[config.mk]
export PLATFORM = sky130hd
export DESIGN_NAME = ssp_spi_port
export DESIGN_NICKNAME = d
export VERILOG_FILES = /design/src/shared/ssp_pkg.sv /design/src/design/ssp_sync2.sv /design/src/design/ssp_clk_div.sv /design/src/design/ssp_spi_port.sv
export SDC_FILE = /design/constraint.sdc
export NUM_CORES = 1
export LEC_CHECK = 0
export ABC_AREA = 1
export BUFFER_PORTS_ARGS = -buffer_cell sky130_fd_sc_hd__buf_4
export CAP_MARGIN = 20
export CORE_UTILIZATION = 50
export CTS_CLUSTER_SIZE = 10
export DETAILED_ROUTE_END_ITERATION = 12
export PLACE_DENSITY = 0.83
export SETUP_SLACK_MARGIN = 0.5
export SYNTH_ARGS = -nofsm -noshare
export SYNTH_HDL_FRONTEND = slang
export SYNTH_SLANG_ARGS = --single-unit
[constraint.sdc]
create_clock -name core_clk -period 2.1 [get_ports core_clk]
set_input_delay 0.42 -clock core_clk [delete_from_list [all_inputs] [get_ports core_clk]]
set_output_delay 0.42 -clock core_clk [all_outputs]
set_load 0.03 [all_outputs]
[src/shared/ssp_pkg.sv]
// Constants and types shared by the SPI serial port design files.
// Assumes a single core clock domain; no other package is needed.
package ssp_pkg;
  // Byte width of one serial transfer.
  localparam int unsigned DATA_BITS = 8;
  // Width of the Wishbone byte address.
  localparam int unsigned ADR_W     = 4;
  // Register byte offsets on the bus.
  localparam logic [3:0] OFS_STATUS  = 4'h0;
  localparam logic [3:0] OFS_CONTROL = 4'h4;
  localparam logic [3:0] OFS_DATA    = 4'h8;
  localparam logic [3:0] OFS_EVENT   = 4'hC;
  // Field positions in the status, control and event registers.
  localparam int unsigned ST_SAMPLE = 7;
  localparam int unsigned ST_EDGE   = 6;
  localparam int unsigned ST_FULL   = 0;
  localparam int unsigned CT_WRITE_COLLISION   = 7;
  localparam int unsigned CT_OVF    = 6;
  localparam int unsigned CT_EN     = 5;
  localparam int unsigned CT_CKP    = 4;
  localparam int unsigned EV_DONE   = 0;
  // Values after reset.
  localparam logic [7:0] RST_STATUS  = 8'h00;
  localparam logic [7:0] RST_CONTROL = 8'h00;
  localparam logic [7:0] RST_DATA    = 8'h00;
  // Encodings of the port mode field.
  localparam logic [3:0] MODE_DIV4    = 4'h0;
  localparam logic [3:0] MODE_DIV16   = 4'h1;
  localparam logic [3:0] MODE_DIV64   = 4'h2;
  localparam logic [3:0] MODE_TIMER   = 4'h3;
  localparam logic [3:0] MODE_SLV_SS  = 4'h4;
  localparam logic [3:0] MODE_SLV_PIO = 4'h5;
  // Bit clock dividers of the core clock, and half-period counts from them.
  localparam int unsigned DIV_FAST = 4;
  localparam int unsigned DIV_MID  = 16;
  localparam int unsigned DIV_SLOW = 64;
  localparam logic [4:0] HALF_FAST = 5'(DIV_FAST / 2 - 1);
  localparam logic [4:0] HALF_MID  = 5'(DIV_MID / 2 - 1);
  localparam logic [4:0] HALF_SLOW = 5'(DIV_SLOW / 2 - 1);
  // Last half-period index of a master byte, and last bit index.
  localparam logic [4:0] HALF_LAST = 5'(2 * DATA_BITS);
  localparam logic [2:0] BIT_LAST  = 3'(DATA_BITS - 1);
  // Master shifter states.
  typedef enum logic [1:0] {
    SSP_IDLE  = 2'h0,
    SSP_SHIFT = 2'h1
  } ssp_state_t;
endpackage

[src/design/ssp_sync2.sv]
// Two-stage synchroniser for the serial port pins.
// Assumes the inputs are asynchronous to core_clk.
`timescale 1ns/1ps
module ssp_sync2 #(
  parameter int unsigned WIDTH = 3
) (
  input  wire logic             core_clk,
  input  wire logic             rst_n,
  input  wire logic             ce,
  input  wire logic [WIDTH-1:0] asyncIn,
  output logic      [WIDTH-1:0] syncOut
);
  // First stage; read by the second stage only.
  logic [WIDTH-1:0] metaStage;

  // Both stages advance together while the clock enable is high.
  always_ff @(posedge core_clk)
  begin
    if (!rst_n)
    begin
      metaStage <= '0;
      syncOut   <= '0;
    end
    else if (ce)
    begin
      metaStage <= asyncIn;
      syncOut   <= metaStage;
    end
  end
endmodule

[src/design/ssp_clk_div.sv]
// Half-period tick generator for the master bit clock.
// Assumes timerPulse is a one-cycle pulse on core_clk.
`timescale 1ns/1ps
module ssp_clk_div
  import ssp_pkg::*;
(
  input  wire logic       core_clk,
  input  wire logic       rst_n,
  input  wire logic       ce,
  input  wire logic       run,
  input  wire logic [3:0] rateSel,
  input  wire logic       timerPulse,
  output logic            halfTick
);
  // Core cycles elapsed in the current half period.
  logic [4:0] count;

  // Maps a rate code onto the last count of a half period.
  function automatic logic [4:0] halfLimit(input logic [3:0] rate);
    unique case (rate)
      MODE_DIV16: halfLimit = HALF_MID;
      MODE_DIV64: halfLimit = HALF_SLOW;
      default:    halfLimit = HALF_FAST;
    endcase
  endfunction

  // Counts core cycles, or passes timer pulses, into half-period ticks.
  always_ff @(posedge core_clk)
  begin
    if (!rst_n)
    begin
      count    <= 5'h00;
      halfTick <= 1'b0;
    end
    else if (ce)
    begin
      if (!run)
      begin
        count    <= 5'h00;
        halfTick <= 1'b0;
      end
      else if (rateSel == MODE_TIMER)
      begin
        // Each timer pulse is half a bit, so the bit rate is timer/2.
        halfTick <= timerPulse;
      end
      else if (count == halfLimit(rateSel))
      begin
        count    <= 5'h00;
        halfTick <= 1'b1;
      end
      else
      begin
        count    <= count + 5'h01;
        halfTick <= 1'b0;
      end
    end
  end
endmodule

[src/design/ssp_spi_port.sv]
// SPI port: Wishbone registers, master bit engine and slave sampling.
// Assumes a classic Wishbone master on core_clk and pins from outside.
// Function
// Eight bits out and in; four clock modes.
// Shift most significant bit first.
// Master sample phase: middle or end.
// Software keeps sample phase clear as slave.
// Clock edge bit picks output change edge.
// Clock polarity sets serial clock idle level.
// Modes 0100/0101: slave with/without select.
// Modes 0011/0010/0001: timer/2, /64, /16.
// Enable bit hands pins to serial function.
// Software disables before reconfiguring, then re-enables.
// Full byte moves to buffer; flags set.
// Receive path is double buffered.
// Data write loads buffer and shifter together.
// Buffer full flag; data read clears it.
// Write while busy dropped, sets collision flag.
// Software clears collision flag before next write.
// Slave byte into full buffer: overflow, dropped.
// Shifter reached only through the data buffer.
// Software sets pin directions as expected.
// Master drives clock; opposite edges shift/capture.
// Both ends use the same clock polarity.
// Software reads buffer before next write.
// Master data write starts exchange at once.
// Select high releases data out, clears count.
// Mode 0000 selects core clock divided by four.
// Disable aborts transfer, idles counter and shifter.
`timescale 1ns/1ps
module ssp_spi_port
  import ssp_pkg::*;
(
  input  wire logic                     core_clk,
  input  wire logic                     rst_n,
  input  wire logic                     ce,
  input  wire logic                     wb_cyc_i,
  input  wire logic                     wb_stb_i,
  input  wire logic                     wb_we_i,
  input  wire logic [ssp_pkg::ADR_W-1:0] wb_adr_i,
  input  wire logic [3:0]               wb_sel_i,
  input  wire logic [31:0]              wb_dat_i,
  output logic      [31:0]              wb_dat_o,
  output logic                          wb_ack_o,
  input  wire logic                     timerOut,
  input  wire logic                     sckIn,
  output logic                          sckOut,
  output logic                          sckOe,
  input  wire logic                     sdiIn,
  output logic                          sdoOut,
  output logic                          sdoOe,
  input  wire logic                     ssN,
  output logic                          pinsSerial
);
  import ssp_pkg::*;

  ////////////////////////////////////////////////////////////////////////
  // Declarations.
  logic       sampleEnd;       // Sample at end of output time.
  logic       edgeSel;         // Output changes on active-to-idle edge.
  logic       bufferFull;      // Received byte waits in buffer.
  logic       writeCollision;  // Data write came while busy.
  logic       receiveOverflow; // Slave byte lost to full buffer.
  logic       portEnable;      // Port on, pins serial.
  logic       clockPolarity;   // Idle level of the serial clock.
  logic [3:0] portMode;        // Role and bit clock rate.
  logic [7:0] dataBuffer;      // Receive buffer and transmit image.
  logic       transferDone;    // Sticky completion flag.
  logic [7:0] txShift;         // Outgoing half of the shifter.
  logic [7:0] rxShift;         // Incoming half of the shifter.
  logic [2:0] bitCnt;          // Slave bits sampled so far.
  logic [4:0] halfIdx;         // Master half-period index.
  ssp_state_t state;           // Master engine state.
  logic       halfTick;        // Master half-period tick.
  logic       sckS;            // Synchronised serial clock.
  logic       sdiS;            // Synchronised data in.
  logic       ssS;             // Synchronised select, high deselects.
  logic       sckPrev;         // Serial clock one cycle earlier.
  logic [7:0] readMux;         // Read data before registering.

  // Returns true when the address selects the given register.
  function automatic logic regSel(input logic [ADR_W-1:0] adr,
                                  input logic [3:0] ofs);
    regSel = (adr == ofs);
  endfunction

  ////////////////////////////////////////////////////////////////////////
  // Mode decoding and bus strobes.
  logic isMaster;  // One of the four master rates.
  logic isSlave;   // One of the two slave modes.
  logic slaveSs;   // Slave with select control.
  logic ssBlock;   // Select holds the slave off.
  logic slaveOn;   // Slave may shift.
  logic busReq;    // Request completing on this edge.
  logic wrData;    // Data buffer write.
  logic rdData;    // Data buffer read.
  logic wrCtrl;    // Control register write.
  logic wrStat;    // Status register write.
  logic wrEvt;     // Event register write.
  logic busy;      // A byte is in flight.
  logic wrOk;      // Data write accepted.

  // A request takes effect on the edge where ack is seen high.
  assign busReq   = wb_cyc_i & wb_stb_i & wb_ack_o;
  assign wrData   = busReq & wb_we_i & wb_sel_i[0] & regSel(wb_adr_i, OFS_DATA);
  assign rdData   = busReq & !wb_we_i & regSel(wb_adr_i, OFS_DATA);
  assign wrCtrl   = busReq & wb_we_i & wb_sel_i[0] & regSel(wb_adr_i, OFS_CONTROL);
  assign wrStat   = busReq & wb_we_i & wb_sel_i[0] & regSel(wb_adr_i, OFS_STATUS);
  assign wrEvt    = busReq & wb_we_i & wb_sel_i[0] & regSel(wb_adr_i, OFS_EVENT);
  // mode field decode
  assign isMaster = portMode <= MODE_TIMER;
  assign isSlave  = (portMode == MODE_SLV_SS) | (portMode == MODE_SLV_PIO);
  assign slaveSs  = portMode == MODE_SLV_SS;
  // select gating
  assign ssBlock  = slaveSs & ssS;
  assign slaveOn  = portEnable & isSlave & !ssBlock;
  assign busy     = (state == SSP_SHIFT) | (isSlave & (bitCnt != 3'h0));
  // collision must be cleared first
  assign wrOk     = wrData & !busy & !writeCollision;

  ////////////////////////////////////////////////////////////////////////
  // Pin synchroniser and master rate generator.
  ssp_sync2 #(
    .WIDTH (3)
  ) u_sync (
    .core_clk (core_clk),
    .rst_n    (rst_n),
    .ce       (ce),
    .asyncIn  ({sckIn, sdiIn, ssN}),
    .syncOut  ({sckS, sdiS, ssS})
  );

  ssp_clk_div u_div (
    .core_clk   (core_clk),
    .rst_n      (rst_n),
    .ce         (ce),
    .run        (state == SSP_SHIFT),
    .rateSel    (portMode),
    .timerPulse (timerOut),
    .halfTick   (halfTick)
  );

  ////////////////////////////////////////////////////////////////////////
  // Shift, sample and completion events.
  logic       mTick;      // Master half-period boundary.
  logic       lead;       // Boundary is an idle-to-active edge.
  logic       inByte;     // Boundary still toggles the clock.
  logic       mSample;    // Master captures data in.
  logic       mShift;     // Master presents next bit.
  logic       mDone;      // Master byte finished.
  logic       sckLead;    // Slave sees idle-to-active edge.
  logic       sckTrail;   // Slave sees active-to-idle edge.
  logic       sSample;    // Slave captures data in.
  logic       sShift;     // Slave presents next bit.
  logic       rxComplete; // Eight bits received.
  logic       overflow;   // Completed byte must be dropped.
  logic [7:0] doneByte;   // Byte that completed.

  assign mTick    = (state == SSP_SHIFT) & halfTick;
  assign lead     = !halfIdx[0];
  assign inByte   = halfIdx < HALF_LAST;
  // sample in the middle, or with the next output change
  assign mSample  = mTick & (sampleEnd ?
                    (edgeSel ? (!lead & inByte) : (lead & (halfIdx != 5'h00))) :
                    ((edgeSel ? lead : !lead) & inByte));
  // output change edge
  assign mShift   = mTick & inByte & (edgeSel ? !lead : (lead & (halfIdx != 5'h00)));
  assign mDone    = mTick & (halfIdx == HALF_LAST);
  // slave edges come from the partner's clock
  assign sckLead  = (sckPrev == clockPolarity) & (sckS != clockPolarity);
  assign sckTrail = (sckPrev != clockPolarity) & (sckS == clockPolarity);
  assign sSample  = slaveOn & (edgeSel ? sckLead : sckTrail);
  assign sShift   = slaveOn & (edgeSel ? sckTrail : (sckLead & (bitCnt != 3'h0)));
  // eight samples make a byte
  assign rxComplete = mDone | (sSample & (bitCnt == BIT_LAST));
  // a sample on the completing edge enters at the bottom
  assign doneByte = (mSample | sSample) ? {rxShift[6:0], sdiS} : rxShift;
  // slave only; a same-edge read has already taken the old byte, so no overflow
  assign overflow = rxComplete & isSlave & bufferFull & !rdData;

  ////////////////////////////////////////////////////////////////////////
  // Wishbone answer: ack one cycle after the request, for one cycle.
  always_ff @(posedge core_clk)
  begin
    if (!rst_n)
    begin
      wb_ack_o <= 1'b0;
    end
    else if (ce)
    begin
      wb_ack_o <= wb_cyc_i & wb_stb_i & !wb_ack_o;
    end
  end

  // Read data is registered together with ack; unmapped reads give zero.
  always_comb
  begin
    readMux = 8'h00;
    if (regSel(wb_adr_i, OFS_STATUS))
    begin
      readMux = {sampleEnd, edgeSel, 5'h00, bufferFull};
    end
    else if (regSel(wb_adr_i, OFS_CONTROL))
    begin
      readMux = {writeCollision, receiveOverflow, portEnable, clockPolarity, portMode};
    end
    else if (regSel(wb_adr_i, OFS_DATA))
    begin
      // the shifter is only seen through the buffer
      readMux = dataBuffer;
    end
    else if (regSel(wb_adr_i, OFS_EVENT))
    begin
      readMux = {7'h00, transferDone};
    end
  end

  // Captures read data in the cycle ack rises.
  always_ff @(posedge core_clk)
  begin
    if (!rst_n)
    begin
      wb_dat_o <= 32'h0000_0000;
    end
    else if (ce && wb_cyc_i && wb_stb_i && !wb_ack_o)
    begin
      wb_dat_o <= {24'h00_0000, readMux};
    end
  end

  ////////////////////////////////////////////////////////////////////////
  // Configuration registers.
  always_ff @(posedge core_clk)
  begin
    if (!rst_n)
    begin
      sampleEnd     <= RST_STATUS[ST_SAMPLE];
      edgeSel       <= RST_STATUS[ST_EDGE];
      portEnable    <= RST_CONTROL[CT_EN];
      clockPolarity <= RST_CONTROL[CT_CKP];
      portMode      <= RST_CONTROL[3:0];
    end
    else if (ce)
    begin
      if (wrStat)
      begin
        sampleEnd <= wb_dat_i[ST_SAMPLE];
        edgeSel   <= wb_dat_i[ST_EDGE];
      end
      if (wrCtrl)
      begin
        // enable bit owns the pins
        portEnable    <= wb_dat_i[CT_EN];
        clockPolarity <= wb_dat_i[CT_CKP];
        portMode      <= wb_dat_i[3:0];
      end
    end
  end

  // Error flags: hardware sets win over software clears by writing zero.
  always_ff @(posedge core_clk)
  begin
    if (!rst_n)
    begin
      writeCollision  <= RST_CONTROL[CT_WRITE_COLLISION];
      receiveOverflow <= RST_CONTROL[CT_OVF];
    end
    else if (ce)
    begin
      // busy write raises collision
      if (wrData && busy)
      begin
        writeCollision <= 1'b1;
      end
      else if (wrCtrl && !wb_dat_i[CT_WRITE_COLLISION])
      begin
        writeCollision <= 1'b0;
      end
      // overflow raised on a lost slave byte
      if (overflow)
      begin
        receiveOverflow <= 1'b1;
      end
      else if (wrCtrl && !wb_dat_i[CT_OVF])
      begin
        receiveOverflow <= 1'b0;
      end
    end
  end

  // Buffer-full and completion flags; a new byte wins over a clear.
  always_ff @(posedge core_clk)
  begin
    if (!rst_n)
    begin
      bufferFull   <= RST_STATUS[ST_FULL];
      transferDone <= 1'b0;
    end
    else if (ce)
    begin
      // set on a stored byte, cleared by a buffer read
      if (rxComplete && !overflow)
      begin
        bufferFull <= 1'b1;
      end
      else if (rdData)
      begin
        bufferFull <= 1'b0;
      end
      // completion flag, write one to clear
      if (rxComplete)
      begin
        transferDone <= 1'b1;
      end
      else if (wrEvt && wb_dat_i[EV_DONE])
      begin
        transferDone <= 1'b0;
      end
    end
  end

  // Data buffer: loaded by accepted writes and by completed bytes.
  always_ff @(posedge core_clk)
  begin
    if (!rst_n)
    begin
      dataBuffer <= RST_DATA;
    end
    else if (ce)
    begin
      // write goes to buffer and shifter together
      if (wrOk)
      begin
        dataBuffer <= wb_dat_i[7:0];
      end
      // shifter frees up once its byte is parked here
      else if (rxComplete && !overflow)
      begin
        dataBuffer <= doneByte;
      end
    end
  end

  ////////////////////////////////////////////////////////////////////////
  // Master engine: a write starts it, the tick walks sixteen edges.
  always_ff @(posedge core_clk)
  begin
    if (!rst_n)
    begin
      state   <= SSP_IDLE;
      halfIdx <= 5'h00;
    end
    else if (ce)
    begin
      // disable or a non-master mode aborts the byte
      if (!portEnable || !isMaster)
      begin
        state   <= SSP_IDLE;
        halfIdx <= 5'h00;
      end
      else
      begin
        unique case (state)
          SSP_IDLE:
          begin
            // accepted write starts the exchange
            if (wrOk)
            begin
              state   <= SSP_SHIFT;
              halfIdx <= 5'h00;
            end
          end
          SSP_SHIFT:
          begin
            if (halfTick && (halfIdx == HALF_LAST))
            begin
              state <= SSP_IDLE;
            end
            else if (halfTick)
            begin
              halfIdx <= halfIdx + 5'h01;
            end
          end
          default:
          begin
            state <= SSP_IDLE;
          end
        endcase
      end
    end
  end

  // Serial clock output: idle level between bytes, toggles on the first sixteen ticks of a byte.
  always_ff @(posedge core_clk)
  begin
    if (!rst_n)
    begin
      sckOut <= 1'b0;
      sckOe  <= 1'b0;
    end
    else if (ce)
    begin
      sckOe <= portEnable & isMaster;
      // master drives the clock
      if (mTick && inByte)
      begin
        sckOut <= !sckOut;
      end
      // idle level follows polarity
      else if (state == SSP_IDLE)
      begin
        sckOut <= clockPolarity;
      end
    end
  end

  // Slave edge history and bit counter.
  always_ff @(posedge core_clk)
  begin
    if (!rst_n)
    begin
      sckPrev <= 1'b0;
      bitCnt  <= 3'h0;
    end
    else if (ce)
    begin
      sckPrev <= sckS;
      // select release or disable zeroes the count
      if (!portEnable || ssBlock || !isSlave)
      begin
        bitCnt <= 3'h0;
      end
      else if (sSample)
      begin
        bitCnt <= bitCnt + 3'h1;
      end
    end
  end

  // Shifter halves: MSB out first, new bits enter at the bottom.
  always_ff @(posedge core_clk)
  begin
    if (!rst_n)
    begin
      txShift <= RST_DATA;
      rxShift <= RST_DATA;
    end
    else if (ce)
    begin
      // load, then shift toward the MSB
      if (wrOk)
      begin
        txShift <= wb_dat_i[7:0];
      end
      else if (mShift || sShift)
      begin
        txShift <= {txShift[6:0], 1'b0};
      end
      // capture on the edge opposite to output, or on the output edge when sampleEnd is set in a master mode
      if (mSample || sSample)
      begin
        rxShift <= {rxShift[6:0], sdiS};
      end
    end
  end

  // Data out enable and pin ownership.
  always_ff @(posedge core_clk)
  begin
    if (!rst_n)
    begin
      sdoOe      <= 1'b0;
      pinsSerial <= 1'b0;
    end
    else if (ce)
    begin
      // drive only when enabled; slave with select also needs select low
      sdoOe      <= portEnable & (isMaster | slaveOn);
      pinsSerial <= portEnable;
    end
  end

  assign sdoOut = txShift[7];
endmodule

=== After elaboration in Yosys (flattened, before gate mapping) ===
Cells that the tools add are included.

* Bits in registers: 72
* Latch bits: 0
* RAM bits: 0
* Memory bits (read-only): 0
* Input port bits: 50
* Output and inout port bits: 38
* Word-level logic and storage cells: 196
* Memories kept: 0

* Add/subtract/negate cells: 3
* Multipliers: 0
* Div/mod/pow operators: 0
* $lt $le $gt $ge: 2
* Equality and inequality tests: 21
* Shift operators: 0
* Muxes and demuxes: 47
* Bitwise gates (word level): 41
* Reductions and logical operators: 56

{| class="wikitable"
|+ Operators with widths
! cell !! number
|-
| two-way mux 8 bit || 8
|-
| two-way mux 5 bit || 11
|-
| bitwise AND 1 bit || 36
|-
| AND reduction 2 bit || 12
|-
| two-way mux 1 bit || 20
|-
| case mux 5 bit (2 select lines) || 2
|-
| nonzero test 2 bit || 8
|-
| zero test 1 bit || 14
|-
| equality test 4 x 3 -> 1 bit, second input constant || 3
|-
| inequality test 3 bit, second input constant || 4
|-
| adder 5 x 1 -> 5 bit, second input constant || 2
|-
| logical AND 1 bit || 10
|-
| equality test 4 x 2 -> 1 bit, second input constant || 2
|-
| equality test 4 bit, second input constant || 2
|-
| two-way mux 2 bit || 3
|-
| two-way mux 3 bit || 2
|-
| nonzero test 3 bit || 2
|-
| equality test 5 bit || 1
|-
| equality test 5 bit, second input constant || 1
|-
| logical OR 1 bit || 5
|-
| less-than comparator 5 bit, second input constant || 1
|-
| OR 1 bit || 5
|-
| AND reduction 5 bit || 1
|-
| nonzero test 5 bit || 1
|-
| 12 further kinds || 14
|}

=== Longest topological paths before layout ===
Gate-level depths: netlist of the first run.

* Word-level depth: 14
* Gate-level depth with buffers: 12
* Depth with buffers taken out: 12

=== Cells and area by module ===
Synthesis of the first run repeated with hierarchy kept, for this count alone.

* Cells, all modules: 613
* Area total of the unflattened synthesis: 4051.4 um2

{| class="wikitable"
|+ Modules (own cells, without submodules)
! module !! instances !! cells each !! area an instance (um2) !! sequential area each (um2)
|-
| ssp_spi_port || 1 || 504 || 3377.0 || 1181.1
|-
| ssp_clk_div || 1 || 72 || 417.9 || 120.1
|-
| ssp_sync2 || 1 || 37 || 256.5 || 120.1
|}

=== Worst setup path before layout of the first run ===
Ideal clock, no wire load.

* Kind: flip-flop to flip-flop
* Start: reg wb_ack_o
* End: reg halfIdx[1]
* Library setup time: 0.132 ns
* Data arrival time: 1.532 ns
* Data required time: 1.968 ns
* Slack: 0.435 ns
* Stages on the path, launching flop included: 10
* Path buffers: 0
* Period minus slack after synthesis: 1.665 ns
* Cell sequence: dfxtp_1 -> nand2_1 -> nor2_2 -> nand3b_1 -> nor2_4 -> nand2_4 -> nand2_4 -> nand2_1 -> nand2_1 -> a21oi_1

* Cells in the longest elaborated chain, start to end: 8

{| class="wikitable"
|+ Ends and longest elaborated chain
! what !! line !! RTL
|-
| start: declaration || ssp_spi_port.sv:44 || <nowiki>output logic wb_ack_o,</nowiki>
|-
| start signal: assignment || ssp_spi_port.sv:191 || <nowiki>wb_ack_o <= wb_cyc_i & wb_stb_i & !wb_ack_o;</nowiki>
|-
| bitwise AND 1 bit || ssp_spi_port.sv:104 || <nowiki>assign busReq = wb_cyc_i & wb_stb_i & wb_ack_o;</nowiki>
|-
| bitwise AND 1 bit (3 in series) || ssp_spi_port.sv:105 || <nowiki>assign wrData = busReq & wb_we_i & wb_sel_i[0] & regSel(wb_adr_i, OFS_DATA);</nowiki>
|-
| bitwise AND 1 bit (2 in series) || ssp_spi_port.sv:119 || <nowiki>assign wrOk = wrData & !busy & !writeCollision;</nowiki>
|-
| inequality test 3 bit (no line) || n/a ||
|-
| AND reduction 5 bit (no line) || n/a ||
|-
| end signal: assignment || ssp_spi_port.sv:381 || <nowiki>halfIdx <= halfIdx + 5'h01;</nowiki>
|-
| end: declaration || ssp_spi_port.sv:72 || <nowiki>logic [4:0] halfIdx;</nowiki>
|}

No other way between the ends.
A chain may end at the register's enable or synchronous reset.

=== Final worst setup path of the first run ===
* Start: reg portMode[1]
* End: reg dataBuffer[6]

* Cells in the longest elaborated chain, start to end: 14

{| class="wikitable"
|+ Ends and longest elaborated chain
! what !! line !! RTL
|-
| start: declaration || ssp_spi_port.sv:66 || <nowiki>logic [3:0] portMode;</nowiki>
|-
| start signal: assignment || ssp_spi_port.sv:241 || <nowiki>portMode <= RST_CONTROL[3:0];</nowiki>
|-
| start signal: assignment || ssp_spi_port.sv:255 || <nowiki>portMode <= wb_dat_i[3:0];</nowiki>
|-
| equality test 4 x 3 -> 1 bit, on equally long branches || ssp_spi_port.sv:112, ssp_spi_port.sv:113 ||
|-
| OR 1 bit or bitwise AND 1 bit (tied branches) || ssp_spi_port.sv:112, ssp_spi_port.sv:115 ||
|-
| bitwise AND 1 bit or zero test 1 bit (tied branches) || ssp_spi_port.sv:116 || <nowiki>assign slaveOn = portEnable & isSlave & !ssBlock;</nowiki>
|-
| bitwise AND 1 bit || ssp_spi_port.sv:116 ||
|-
| bitwise AND 1 bit || ssp_spi_port.sv:172 || <nowiki>assign sSample = slaveOn & (edgeSel ? sckLead : sckTrail);</nowiki>
|-
| bitwise AND 1 bit || ssp_spi_port.sv:175 || <nowiki>assign rxComplete = mDone | (sSample & (bitCnt == BIT_LAST));</nowiki>
|-
| OR 1 bit || ssp_spi_port.sv:175 ||
|-
| bitwise AND 1 bit (3 in series) || ssp_spi_port.sv:179 || <nowiki>assign overflow = rxComplete & isSlave & bufferFull & !rdData;</nowiki>
|-
| zero test 1 bit || ssp_spi_port.sv:337 || <nowiki>else if (rxComplete && !overflow)</nowiki>
|-
| logical AND 1 bit || ssp_spi_port.sv:337 ||
|-
| nonzero test 2 bit (no line) || n/a ||
|-
| AND reduction 2 bit (no line) || n/a ||
|-
| end signal: assignment || ssp_spi_port.sv:334 || <nowiki>dataBuffer <= wb_dat_i[7:0];</nowiki>
|-
| end signal: assignment || ssp_spi_port.sv:339 || <nowiki>dataBuffer <= doneByte;</nowiki>
|-
| end: declaration || ssp_spi_port.sv:67 || <nowiki>logic [7:0] dataBuffer;</nowiki>
|}

Several ways; a longest one is shown, not always the timed one. The select of a mux whose other input is x is not followed.

==> results.toml, run 1 <==
[placement]
port-buffer-count = 36
routabilityCongestion = 0.899
dp_hpwl_um = 6710
dp.cells = 696

[layout]
post-route-util = 0.657
most_common_cell_after_layout_fill_and_taps_aside = "sky130_fd_sc_hd__nand2_1"
commonest_cells_after_routing_fill_and_taps_aside = "103 x sky130_fd_sc_hd__nand2_1, 59 x sky130_fd_sc_hd__dfxtp_1, 56 x sky130_fd_sc_hd__nor2_1"
finish.net_count = 685
antenna-diode-count = 0
layout-area-overhead-vs-synth_pct = 24.8
instances_no_fill = 732
post_route_cells_drive_above_1_share = 0.265

[logic_synthesis]
ys_top_cells_by_area = "sky130_fd_sc_hd__dfxtp_1 37%, sky130_fd_sc_hd__nand2_1 11%, sky130_fd_sc_hd__o21ai_0 6.6%"
post-synth-top-area-fraction = 0.366
synth_seq_area_share = 0.366
post_synth_instance_area_sq_um = 3880
synth_cells = 568
yosysTopAreaCell = "sky130_fd_sc_hd__dfxtp_1"
synthesis.area_per_instance_sq_um = 6.83
ys_warnings = 0
netlist-cell-type-count = 36
ff_latch_count_synth = 71

[floorplanning]
top_level_i_o_count = 88
start_util = 0.526
die_height_um = 90.1
die-area_sq_um = 8120
rows = 31
fp.coreArea_sq_um = 7370
die_w_um = 90.1

[sta]
tightestPinTransition_ps = 513
final_count_of_negative_setup_slack_endpoints = 0
slew_violations = 0
rsz0062_at_grt = "yes"
slew_headroom = 0.658
layout_worst_path_cycle_share = 0.810
timing.fmax_mhz = 588
clock-skew-final_ps = 6.66
finalWorstPathRequiredPeriod_ps = 1700
worst_hold_slack_ps = 297
accumulated_negative_setup_slack_ps = 0
report.final.hold_viol_count = 0

[clock_tree]
cell_at_the_root_of_the_clock_tree = "sky130_fd_sc_hd__clkbuf_8"
cts_tree = "done"
ctsLongestPathBuffers = 2
cts_made_buffers = 9
cts_num_sinks = 71
clkLatencyLatePin_ps = 350
clk_pin_slew_ps = 70
maximum_level_of_the_cts_h_tree = 3

[min_path]
worstHoldPathType = "input pin to flip-flop"

[power_and_ir_drop]
power.density_nw_per_um2 = 563
leakagePower_nw = 2.19
max-vdd-ir-drop_mv = 0.350

[global_route]
first_global_vias = 3745
maximum_number_of_pins_on_one_net_before_global_route_repair = 32
total_routing_usage_reported_by_global_routing = 0.252
grt_overflow = 0
number_of_antenna_violations_at_the_first_check_in_global_routing = 0
grt_first_pass_wirelength_um = 16500

[route]
drt_wl_cell_um = 14.5
detail_route.iter0.violations = 311
drt_pass1_iterations = 5
drc_errors = 0
detailroute.via_count = 4028
final_antenna_net_count = 0
route.detailed.vias_per_inst = 5.50
wl_final_um = 10600

[critical_path]
worstPathMaxFanout = 8
critical-path-max-stage-delay_ps = 350
timing.critical_path.from_type = "flip-flop"
critical-path-slowest-cell = "sky130_fd_sc_hd__dfxtp_1"
crit_path_end_kind = "flip-flop"
crit_chain = "inv_2 -> nand3_4 -> o21ai_4 -> nor2_4 -> buf_12 -> nand2_8 -> a21boi_4 -> nor2_1 -> nor2_1"
worstPathRequired_ps = 2380
crit_type = "flip-flop to flip-flop"
critical_path.most_common_cell = "sky130_fd_sc_hd__nor2_1"
critPathArrivalTime_ps = 1980

[run]
cap_viol_max_count = 0

[outcome]
status = "complete, no violations"
==> synthesized netlist by cell type <==
cell,count
sky130_fd_sc_hd__o21ai_1,1
sky130_fd_sc_hd__nand2_4,5
sky130_fd_sc_hd__dfxtp_1,71
sky130_fd_sc_hd__a211oi_1,1
sky130_fd_sc_hd__o21bai_1,3
sky130_fd_sc_hd__nand2_1,114
sky130_fd_sc_hd__o211a_1,1
sky130_fd_sc_hd__buf_2,4
sky130_fd_sc_hd__xor2_1,2
sky130_fd_sc_hd__nor3_4,1
sky130_fd_sc_hd__a21boi_2,1
sky130_fd_sc_hd__o21ai_2,3
sky130_fd_sc_hd__nand2_2,7
sky130_fd_sc_hd__o22ai_1,5
sky130_fd_sc_hd__o211ai_1,1
sky130_fd_sc_hd__nor2_2,2
sky130_fd_sc_hd__o21ai_0,51
sky130_fd_sc_hd__buf_4,25
sky130_fd_sc_hd__buf_6,2
sky130_fd_sc_hd__nand3_2,2
sky130_fd_sc_hd__a221oi_1,2
sky130_fd_sc_hd__or2_1,1
sky130_fd_sc_hd__nor2_1,61
sky130_fd_sc_hd__nor2_4,3
sky130_fd_sc_hd__inv_2,9
sky130_fd_sc_hd__nor4_1,3
sky130_fd_sc_hd__a21oi_2,1
sky130_fd_sc_hd__a21oi_1,50
sky130_fd_sc_hd__nand3_1,50
sky130_fd_sc_hd__clkbuf_1,7
sky130_fd_sc_hd__inv_1,58
sky130_fd_sc_hd__conb_1,1
sky130_fd_sc_hd__nand4_1,7
sky130_fd_sc_hd__nor3_1,4
sky130_fd_sc_hd__ha_1,6
sky130_fd_sc_hd__nand3b_1,3
==> power breakdown <==
group | internal [mW] | switching, mW | total [mW]
clock | 0.601 | 0.498 | 1.10
sequential | 1.36 | 0.0119 | 1.37
combinational | 0.0747 | 0.183 | 0.258
total | 2.03 | 0.693 | 2.73
==> what timing repair did <==
action | in CTS | in global routing
resized for setup | 37 | 52
pin swaps | 18 | 18
hold buffers | 0 | 0
endpoints found under the setup margin | 31 | 41
cloned | 2 | 0
endpoints found under the hold margin | 0 | 0
setup buffers | 14 | 5
==> kinds of logic (layout without fill, tap and decap cells) <==
group | after synthesis | count (layout) | synth area share
AND/OR/NAND/NOR | 263 | 264 | 0.310
AO/OA/AOI/OAI | 120 | 120 | 0.168
buffers and inverters | 105 | 146 | 0.131
flip-flops | 71 | 71 | 0.366
adder cells (fa/ha/maj) | 6 | 6 | 0.0193
XOR/XNOR | 2 | 2 | 0.00452
other | 1 | 24 | 0.000967
==> worst max-delay path: cells and delay by family, from the launching register on <==
| kind | cells | cell delay, ps |
|---|---|---|
| simple gates | 5 | 520 |
| compound gates | 2 | 500 |
| flops | 1 | 350 |
| buf+inv | 2 | 240 |
==> metrics by stage <==
stage / worst slack, ps / power, mW / area [sq um]
6_report: 400 / 2.73 / 4840
3_5_place_dp: 168 / 1.65 / 4180
5_1_grt: 298 / 2.84 / 4840
2_1_floorplan: 541 / 1.60 / 3970
4_1_cts: 477 / 2.73 / 4650
3_3_place_gp: 188 / 1.64 / 4180
==> flip-flops by register name (all words and copies together), names as in the netlist, 3 cells and up <==
register / count
rxShift: 8
halfIdx: 5
u_sync.syncOut: 3
wb_dat_o: 8
portMode: 4
u_div.count: 5
txShift: 8
dataBuffer: 8
u_sync.metaStage: 3
bitCnt: 3
==> final timing paths <==
check              startpoint                   to  slack, ps  depth (start not counted)
setup / recovery  portMode[1]        dataBuffer[6]        400                          9
hold / removal          sckIn  u_sync.metaStage[2]        300                          3
setup reg to reg  portMode[1]        dataBuffer[6]        400                          9
hold reg to reg    rxShift[7]           rxShift[7]        460                          2
==> area by class of cell <==
class	instances	area, sq um
clock buffer	11	151
sequential	71	1450
multi-input combinational	416	2270
fill	598	2530
inverter	67	256
clock inverter	4	45.0
tap	99	124
timing repair buffer	64	548
==> routing by layer <==
metal	track usage	vias to the layer above	routed length (um)
li1	-	1937	-
met1	0.299	1844	4370
met2	0.431	199	5120
met3	0.0457	48	684
met4	0.136	0	416
met5	0	-	0
(Power assumes the default switching activity.)
==> run 2: changes to the inputs <==
CORE_UTILIZATION = 49   (was 50)
PLACE_DENSITY = 0.84   (was 0.83)
clock period = 1.5 ns   (was 2.1 ns; I/O delays follow)
==> run 2 against run 1 <==
Effect of this change:
- the flow now finishes with violations (setup timing)
- critical path type unchanged
- worst setup slack got worse by 670 ps
- global-route usage rose by 3.8 points
- via count rose by 14%
- critical path depth rose by 2
- cell count rose by 7.7%
==> results.toml, run 2 (synthesis gave the netlist of run 1 again) <==
[outcome]
status = "finished with violations"
failing_checks = "setup timing"

[route]
drt_pass1_iterations = 7
drc_errors = 0
final_antenna_net_count = 0
drt_wl_cell_um = 17.9
wl_final_um = 14100
detail_route.iter0.violations = 409
route.detailed.vias_per_inst = 5.83
detailroute.via_count = 4593

[power_and_ir_drop]
netSwitchingFraction = 0.288
power.internal_mw = 2.95
seq_power_share = 0.465
max-vdd-ir-drop_mv = 0.544
combPwrFrac = 0.124
clkPwrFrac = 0.412
total_power_mw = 4.14
power.density_nw_per_um2 = 698
leakagePower_nw = 2.64
switching_power_summed_over_all_nets_mw = 1.19

[critical_path]
critPathArrivalTime_ps = 2060
critPathCapture = "receiveOverflow"
worstPathMaxFanout = 6
regToRegEndpoint = "receiveOverflow"
critPathLaunch = "clockPolarity"
reg2regPathDepth = 11
crit_chain = "inv_8 -> nand2_1 -> nand2_1 -> nand3_2 -> nand2_4 -> nand4_1 -> nand2_4 -> buf_6 -> buf_6 -> nand3_2 -> a21oi_2"
register_to_register_path_setup_slack_ps = -270
crit_type = "flip-flop to flip-flop"
crit_path_end_kind = "flip-flop"
timing.critical_path.from_type = "flip-flop"
timing.rr.start = "clockPolarity"
worstPathRequired_ps = 1790
critical-path-max-stage-delay_ps = 390
critical-path-slowest-cell = "sky130_fd_sc_hd__dfxtp_4"

[sta]
finalWorstPathRequiredPeriod_ps = 1770
report.final.hold_viol_count = 0
rsz0062_at_grt = "yes"
clock-skew-final_ps = 9.78
layout_worst_path_cycle_share = 1.18
slew_violations = 0
finalWorstSetupSlack_ps = -272
accumulated_negative_setup_slack_ps = -3380
timing.fmax_mhz = 564
final_count_of_negative_setup_slack_endpoints = 25

[placement]
routabilityCongestion = 0.923
port-buffer-count = 36
cell_area_reported_after_detailed_placement_sq_um = 4710
pre_cts_slack_ps = -191
dp_hpwl_um = 7730

[clock_tree]
clk_pin_slew_ps = 80
clkLatencyLatePin_ps = 370
cts_made_buffers = 9
cts_tree = "done"
cts_num_sinks = 71
ctsLongestPathBuffers = 2
cell_at_the_root_of_the_clock_tree = "sky130_fd_sc_hd__clkbuf_8"
maximum_level_of_the_cts_h_tree = 3

[global_route]
grt_first_pass_wirelength_um = 19000
total_routing_usage_reported_by_global_routing = 0.290
grt_overflow = 0
maximum_number_of_pins_on_one_net_before_global_route_repair = 27
number_of_antenna_violations_at_the_first_check_in_global_routing = 0
first_global_vias = 4278

[floorplanning]
top_level_i_o_count = 88
die_w_um = 91.0
rows = 32
die_height_um = 91.0
fp.coreArea_sq_um = 7690
start_util = 0.505
die-area_sq_um = 8280

[run]
cap_viol_max_count = 0

[layout]
most_common_cell_after_layout_fill_and_taps_aside = "sky130_fd_sc_hd__nand2_1"
commonest_cells_after_routing_fill_and_taps_aside = "78 x sky130_fd_sc_hd__nand2_1, 74 x sky130_fd_sc_hd__buf_4, 48 x sky130_fd_sc_hd__nor2_1"
final_cell_area_sq_um = 5930
finish.net_count = 737
layout-area-overhead-vs-synth_pct = 52.9
antenna-diode-count = 0
post_route_cells_drive_above_1_share = 0.485
fill_cells = 454
post-route-util = 0.771

[min_path]
worstHoldPathType = "input pin to flip-flop"
[run 2: metal layers]
metal / wire length [um] / part of all wire / up-vias / track usage
met5: 0 / 0 / - / 0
met3: 1100 / 0.078 / 95 / 0.0385
met2: 6970 / 0.50 / 298 / 0.516
met4: 842 / 0.060 / 0 / 0.177
li1: - / - / 2040 / -
met1: 5170 / 0.37 / 2160 / 0.327
[run 2: per-stage QoR]
| step | hold slack (ps) | instances |
|---|---|---|
| 2_1_floorplan | 430 | 591 |
| 3_3_place_gp | 442 | 744 |
| 3_5_place_dp | 456 | 744 |
| 4_1_cts | 171 | 771 |
| 5_1_grt | 185 | 788 |
| 6_report | 163 | 788 |
[run 2: worst min-delay path by stage]
| stage | from | end | slack (ps) | cells after the start |
|---|---|---|---|---|
| CTS | ssN | u_sync.metaStage[0] | 170 | 3 |
| global route | sdiIn | u_sync.metaStage[1] | 180 | 3 |
| floorplan | rxShift[7] | rxShift[7] | 430 | 2 |
| global placement | rxShift[7] | rxShift[7] | 440 | 2 |
| finish | sdiIn | u_sync.metaStage[1] | 160 | 3 |
| detailed placement | wb_dat_o[3] | wb_dat_o[3] | 460 | 2 |
[run 2: power groups by stage]
stage | Combinational, mW | Sequential (mW) | Clock (mW)
CTS | 0.429 | 1.92 | 1.67
detailed placement | 0.385 | 1.97 | 0
global placement | 0.375 | 1.96 | 0
finish | 0.513 | 1.92 | 1.71
floorplan | 0.268 | 1.98 | 0
global route | 0.537 | 1.93 | 1.81
[run 2: what timing repair did]
action	CTS	global route
setup endpoints to repair	76	77
setup buffers	11	16
gates resized for setup	122	119
pin swaps	28	37
hold buffers	0	0
cloned	0	1
[run 2: critical path, delay by kind of cell (launching register included)]
kind | cells | cell delay (ps)
AO/OA/AOI/OAI | 1 | 190
flip-flops | 1 | 390
buffers and inverters | 3 | 300
AND/OR/NAND/NOR | 7 | 820
[run 2: final cells by class]
class,instances,area [sq um],share of cell area
Clock buffer,10,149,0.0251
Timing Repair Buffer,117,1080,0.183
Tap cell,102,128,0.0215
Inverter,67,280,0.0473
Clock inverter,6,67.6,0.0114
Multi-Input combinational cell,415,2750,0.464
Sequential cell,71,1470,0.249
==> run 3: changes to the inputs <==
--- a/config.mk
+++ b/config.mk
@@ -7,3 +7,3 @@
 export LEC_CHECK = 0
-export ABC_AREA = 1
+export ABC_AREA = 0
 export BUFFER_PORTS_ARGS = -buffer_cell sky130_fd_sc_hd__buf_4
@@ -13,3 +13,3 @@
 export DETAILED_ROUTE_END_ITERATION = 12
-export PLACE_DENSITY = 0.84
+export PLACE_DENSITY = 0.85
 export SETUP_SLACK_MARGIN = 0.5
--- a/constraint.sdc
+++ b/constraint.sdc
@@ -3,2 +3,2 @@
 set_output_delay 0.3 -clock core_clk [all_outputs]
-set_load 0.03 [all_outputs]
+set_load 0.05 [all_outputs]
==> run 3 against run 2 <==
Effect of this change:
- the flow still finishes with violations (setup timing)
- maximum frequency decreased by 18%
- clock power grew 6%
- largest cell class unchanged
- combinational power fell by 4.9%
- count of clock-buffer cells in the layout rose by 1
- sequential cell count is the same
- power is 1.3% higher
- first-iteration DRC count up 43%
- die area decreased by 3.2%
- highest routed layer is now met5
- via count fell by 2.1%
- worst setup slack lost 390 ps
==> results.toml, run 3 <==
[floorplanning]
die_height_um = 89.5
rows = 31
die-area_sq_um = 8010
die_w_um = 89.5
start_util = 0.512
fp.coreArea_sq_um = 7330
top_level_i_o_count = 88

[route]
wl_final_um = 17700
drc_errors = 0
detailroute.via_count = 4495
detail_route.iter0.violations = 583
drt_wl_cell_um = 25.8
route.detailed.vias_per_inst = 6.54
final_antenna_net_count = 0
drt_pass1_iterations = 5

[min_path]
worstHoldPathCells = 3
min-delay-start = "sdiIn"
worstHoldPathType = "input pin to flip-flop"
hold-path-endpoint = "u_sync.metaStage[1]"

[critical_path]
reg2regPathDepth = 9
timing.critical_path.from_type = "input pin"
crit_type = "input pin to flip-flop"
critical-path-max-stage-delay_ps = 580
worstPathRequired_ps = 1780
crit_path_end_kind = "flip-flop"
crit_chain = "buf_4 -> or4b_4 -> nor3_1 -> nand3b_1 -> a31oi_4 -> nand2b_4 -> o32ai_4"
worstPathMaxFanout = 8
path_delay_family = "simple AND/OR/NAND/NOR gates"
crit_buf_inv = 1
register_to_register_path_setup_slack_ps = -640
critical-path-slowest-cell = "sky130_fd_sc_hd__or4b_4"
regToRegEndpoint = "txShift[4]"
critPathArrivalTime_ps = 2440
timing.rr.start = "bitCnt[0]"

[layout]
final_cell_area_sq_um = 6300
post_route_cells_drive_above_1_share = 0.553
commonest_cells_after_routing_fill_and_taps_aside = "74 x sky130_fd_sc_hd__buf_4, 44 x sky130_fd_sc_hd__dfxtp_1, 43 x sky130_fd_sc_hd__nor2_1"
antenna-diode-count = 0
finish.net_count = 639
fill_cells = 317
most_common_cell_after_layout_fill_and_taps_aside = "sky130_fd_sc_hd__buf_4"
post-route-util = 0.859
instances_no_fill = 687
layout-area-overhead-vs-synth_pct = 67.8

[sta]
slew_headroom = 0.414
layout_worst_path_cycle_share = 1.44
tightestPinTransition_ps = 875
finalWorstSetupSlack_ps = -666
final_count_of_negative_setup_slack_endpoints = 51
accumulated_negative_setup_slack_ps = -19220
clock-skew-final_ps = 18.4
slew_violations = 0
timing.fmax_mhz = 462
rsz0062_at_grt = "yes"
finalWorstPathRequiredPeriod_ps = 2170
report.final.hold_viol_count = 0

[power_and_ir_drop]
max-vdd-ir-drop_mv = 0.837
power.internal_mw = 2.94
clkPwrFrac = 0.434
seq_power_share = 0.450
switching_power_summed_over_all_nets_mw = 1.25
power.density_nw_per_um2 = 666
netSwitchingFraction = 0.298
combPwrFrac = 0.116
leakagePower_nw = 2.39

[logic_synthesis]
ff_latch_count_synth = 71
synth_cells = 467
synthArstFlopShare = 0
yosysTopAreaCell = "sky130_fd_sc_hd__dfxtp_1"
post_synth_instance_area_sq_um = 3750
ys_warnings = 0
synthMostInstantiatedCell = "sky130_fd_sc_hd__dfxtp_1"
number_of_enable_flip_flop_cells_after_synthesis = 0
synth_seq_area_share = 0.379
dominantRegCellSynth = "sky130_fd_sc_hd__dfxtp_1"
netlist-cell-type-count = 51
synthesis.area_per_instance_sq_um = 8.04
synth.cells.most_frequent = "71 x sky130_fd_sc_hd__dfxtp_1, 52 x sky130_fd_sc_hd__nand2_1, 49 x sky130_fd_sc_hd__nor2_1"
post-synth-top-area-fraction = 0.379
ys_top_cells_by_area = "sky130_fd_sc_hd__dfxtp_1 38%, sky130_fd_sc_hd__mux2i_1 5.9%, sky130_fd_sc_hd__a21oi_1 5.6%"

[clock_tree]
cell_at_the_root_of_the_clock_tree = "sky130_fd_sc_hd__clkbuf_8"
cts_made_buffers = 9
clkLatencyLatePin_ps = 380
hold_fix_buffers_at_cts = 0
clk_pin_slew_ps = 100
ctsLongestPathBuffers = 2
cts_num_sinks = 71
cts_tree = "done"
maximum_level_of_the_cts_h_tree = 3

[global_route]
grt_overflow = 0
grt_first_pass_wirelength_um = 22100
first_global_vias = 4261
maximum_number_of_pins_on_one_net_before_global_route_repair = 44
number_of_antenna_violations_at_the_first_check_in_global_routing = 1
total_routing_usage_reported_by_global_routing = 0.376

[placement]
dp_hpwl_um = 7390
port-buffer-count = 36
dp.cells = 635
pre_cts_slack_ps = -709
routabilityCongestion = 0.856
cell_area_reported_after_detailed_placement_sq_um = 4660

[outcome]
failing_checks = "setup timing"
status = "finished with violations"

[run]
cap_viol_max_count = 0
## run 3: routing by layer
layer | vias up | part of all wire | track usage
met2 | 398 | 0.48 | 0.637
li1 | 1823 | - | -
met1 | 2099 | 0.33 | 0.416
met5 | - | 0.00073 | 0
met4 | 2 | 0.097 | 0.297
met3 | 173 | 0.095 | 0.0693
## run 3: worst reg2reg max path, stage by stage, from the launching register on
cell and delay [ps]:
sky130_fd_sc_hd__dfxtp_2 350, sky130_fd_sc_hd__inv_2 50, sky130_fd_sc_hd__ha_4 160, sky130_fd_sc_hd__nor2b_2 170
sky130_fd_sc_hd__o21ai_0 340, sky130_fd_sc_hd__a22oi_1 210, sky130_fd_sc_hd__o221ai_4 230, sky130_fd_sc_hd__buf_6 160
sky130_fd_sc_hd__a21oi_1 100, sky130_fd_sc_hd__a311oi_2 280
## run 3: cell families (layout without fill, tap and decap cells)
logic type | Yosys count | in the layout | synth area share
AND/OR/NAND/NOR | 170 | 171 | 0.218
AO/OA/AOI/OAI | 110 | 110 | 0.193
buffers and inverters | 79 | 176 | 0.108
flip-flops | 71 | 71 | 0.379
multiplexers | 23 | 23 | 0.0647
XOR/XNOR | 7 | 7 | 0.0163
adder cells (fa/ha/maj) | 6 | 6 | 0.0200
other | 1 | 24 | 0.000999
## run 3: worst max path at each step
stage               cells after the start            end  slack, ps     startpoint
floorplan                              10  dataBuffer[1]       -510     halfIdx[0]
global placement                        9     halfIdx[4]       -610    wb_adr_i[1]
detailed placement                      8     txShift[4]       -710    wb_adr_i[1]
CTS                                     9  dataBuffer[0]       -430     halfIdx[0]
global route                            8     txShift[4]       -780  clockPolarity
finish                                  7  dataBuffer[0]       -670    wb_adr_i[1]
## run 3: power by group through the flow
stage | Combinational, mW | Sequential, mW | Clock (mW)
after detailed placement | 0.384 | 1.94 | 0
after CTS | 0.425 | 1.89 | 1.71
final | 0.488 | 1.89 | 1.82
after global placement | 0.380 | 1.94 | 0
after global routing | 0.501 | 1.89 | 1.86
after floorplan | 0.316 | 1.95 | 0
## run 3: through the flow
step | hold slack [ps] | power, mW
after floorplan | 429 | 2.26
after global placement | 447 | 2.32
after detailed placement | 451 | 2.32
after CTS | 176 | 4.03
after global routing | 190 | 4.25
final | 164 | 4.20
## run 3: final cells by class
class | count | area, sq um | area share
clock buffers | 11 | 163 | 0.0258
clock inverters | 5 | 63.8 | 0.0101
inverters | 27 | 109 | 0.0173
multi-input cells | 341 | 2910 | 0.462
flip-flops and latches | 71 | 1480 | 0.235
well taps | 99 | 124 | 0.0197
repair buffers | 133 | 1450 | 0.230
## run 3: timing repair
item | in CTS | in global routing
buffers inserted | 21 | 9
resized for setup | 160 | 102
pin swaps | 47 | 44
gates cloned | 5 | 1
endpoints found under the setup margin | 81 | 81
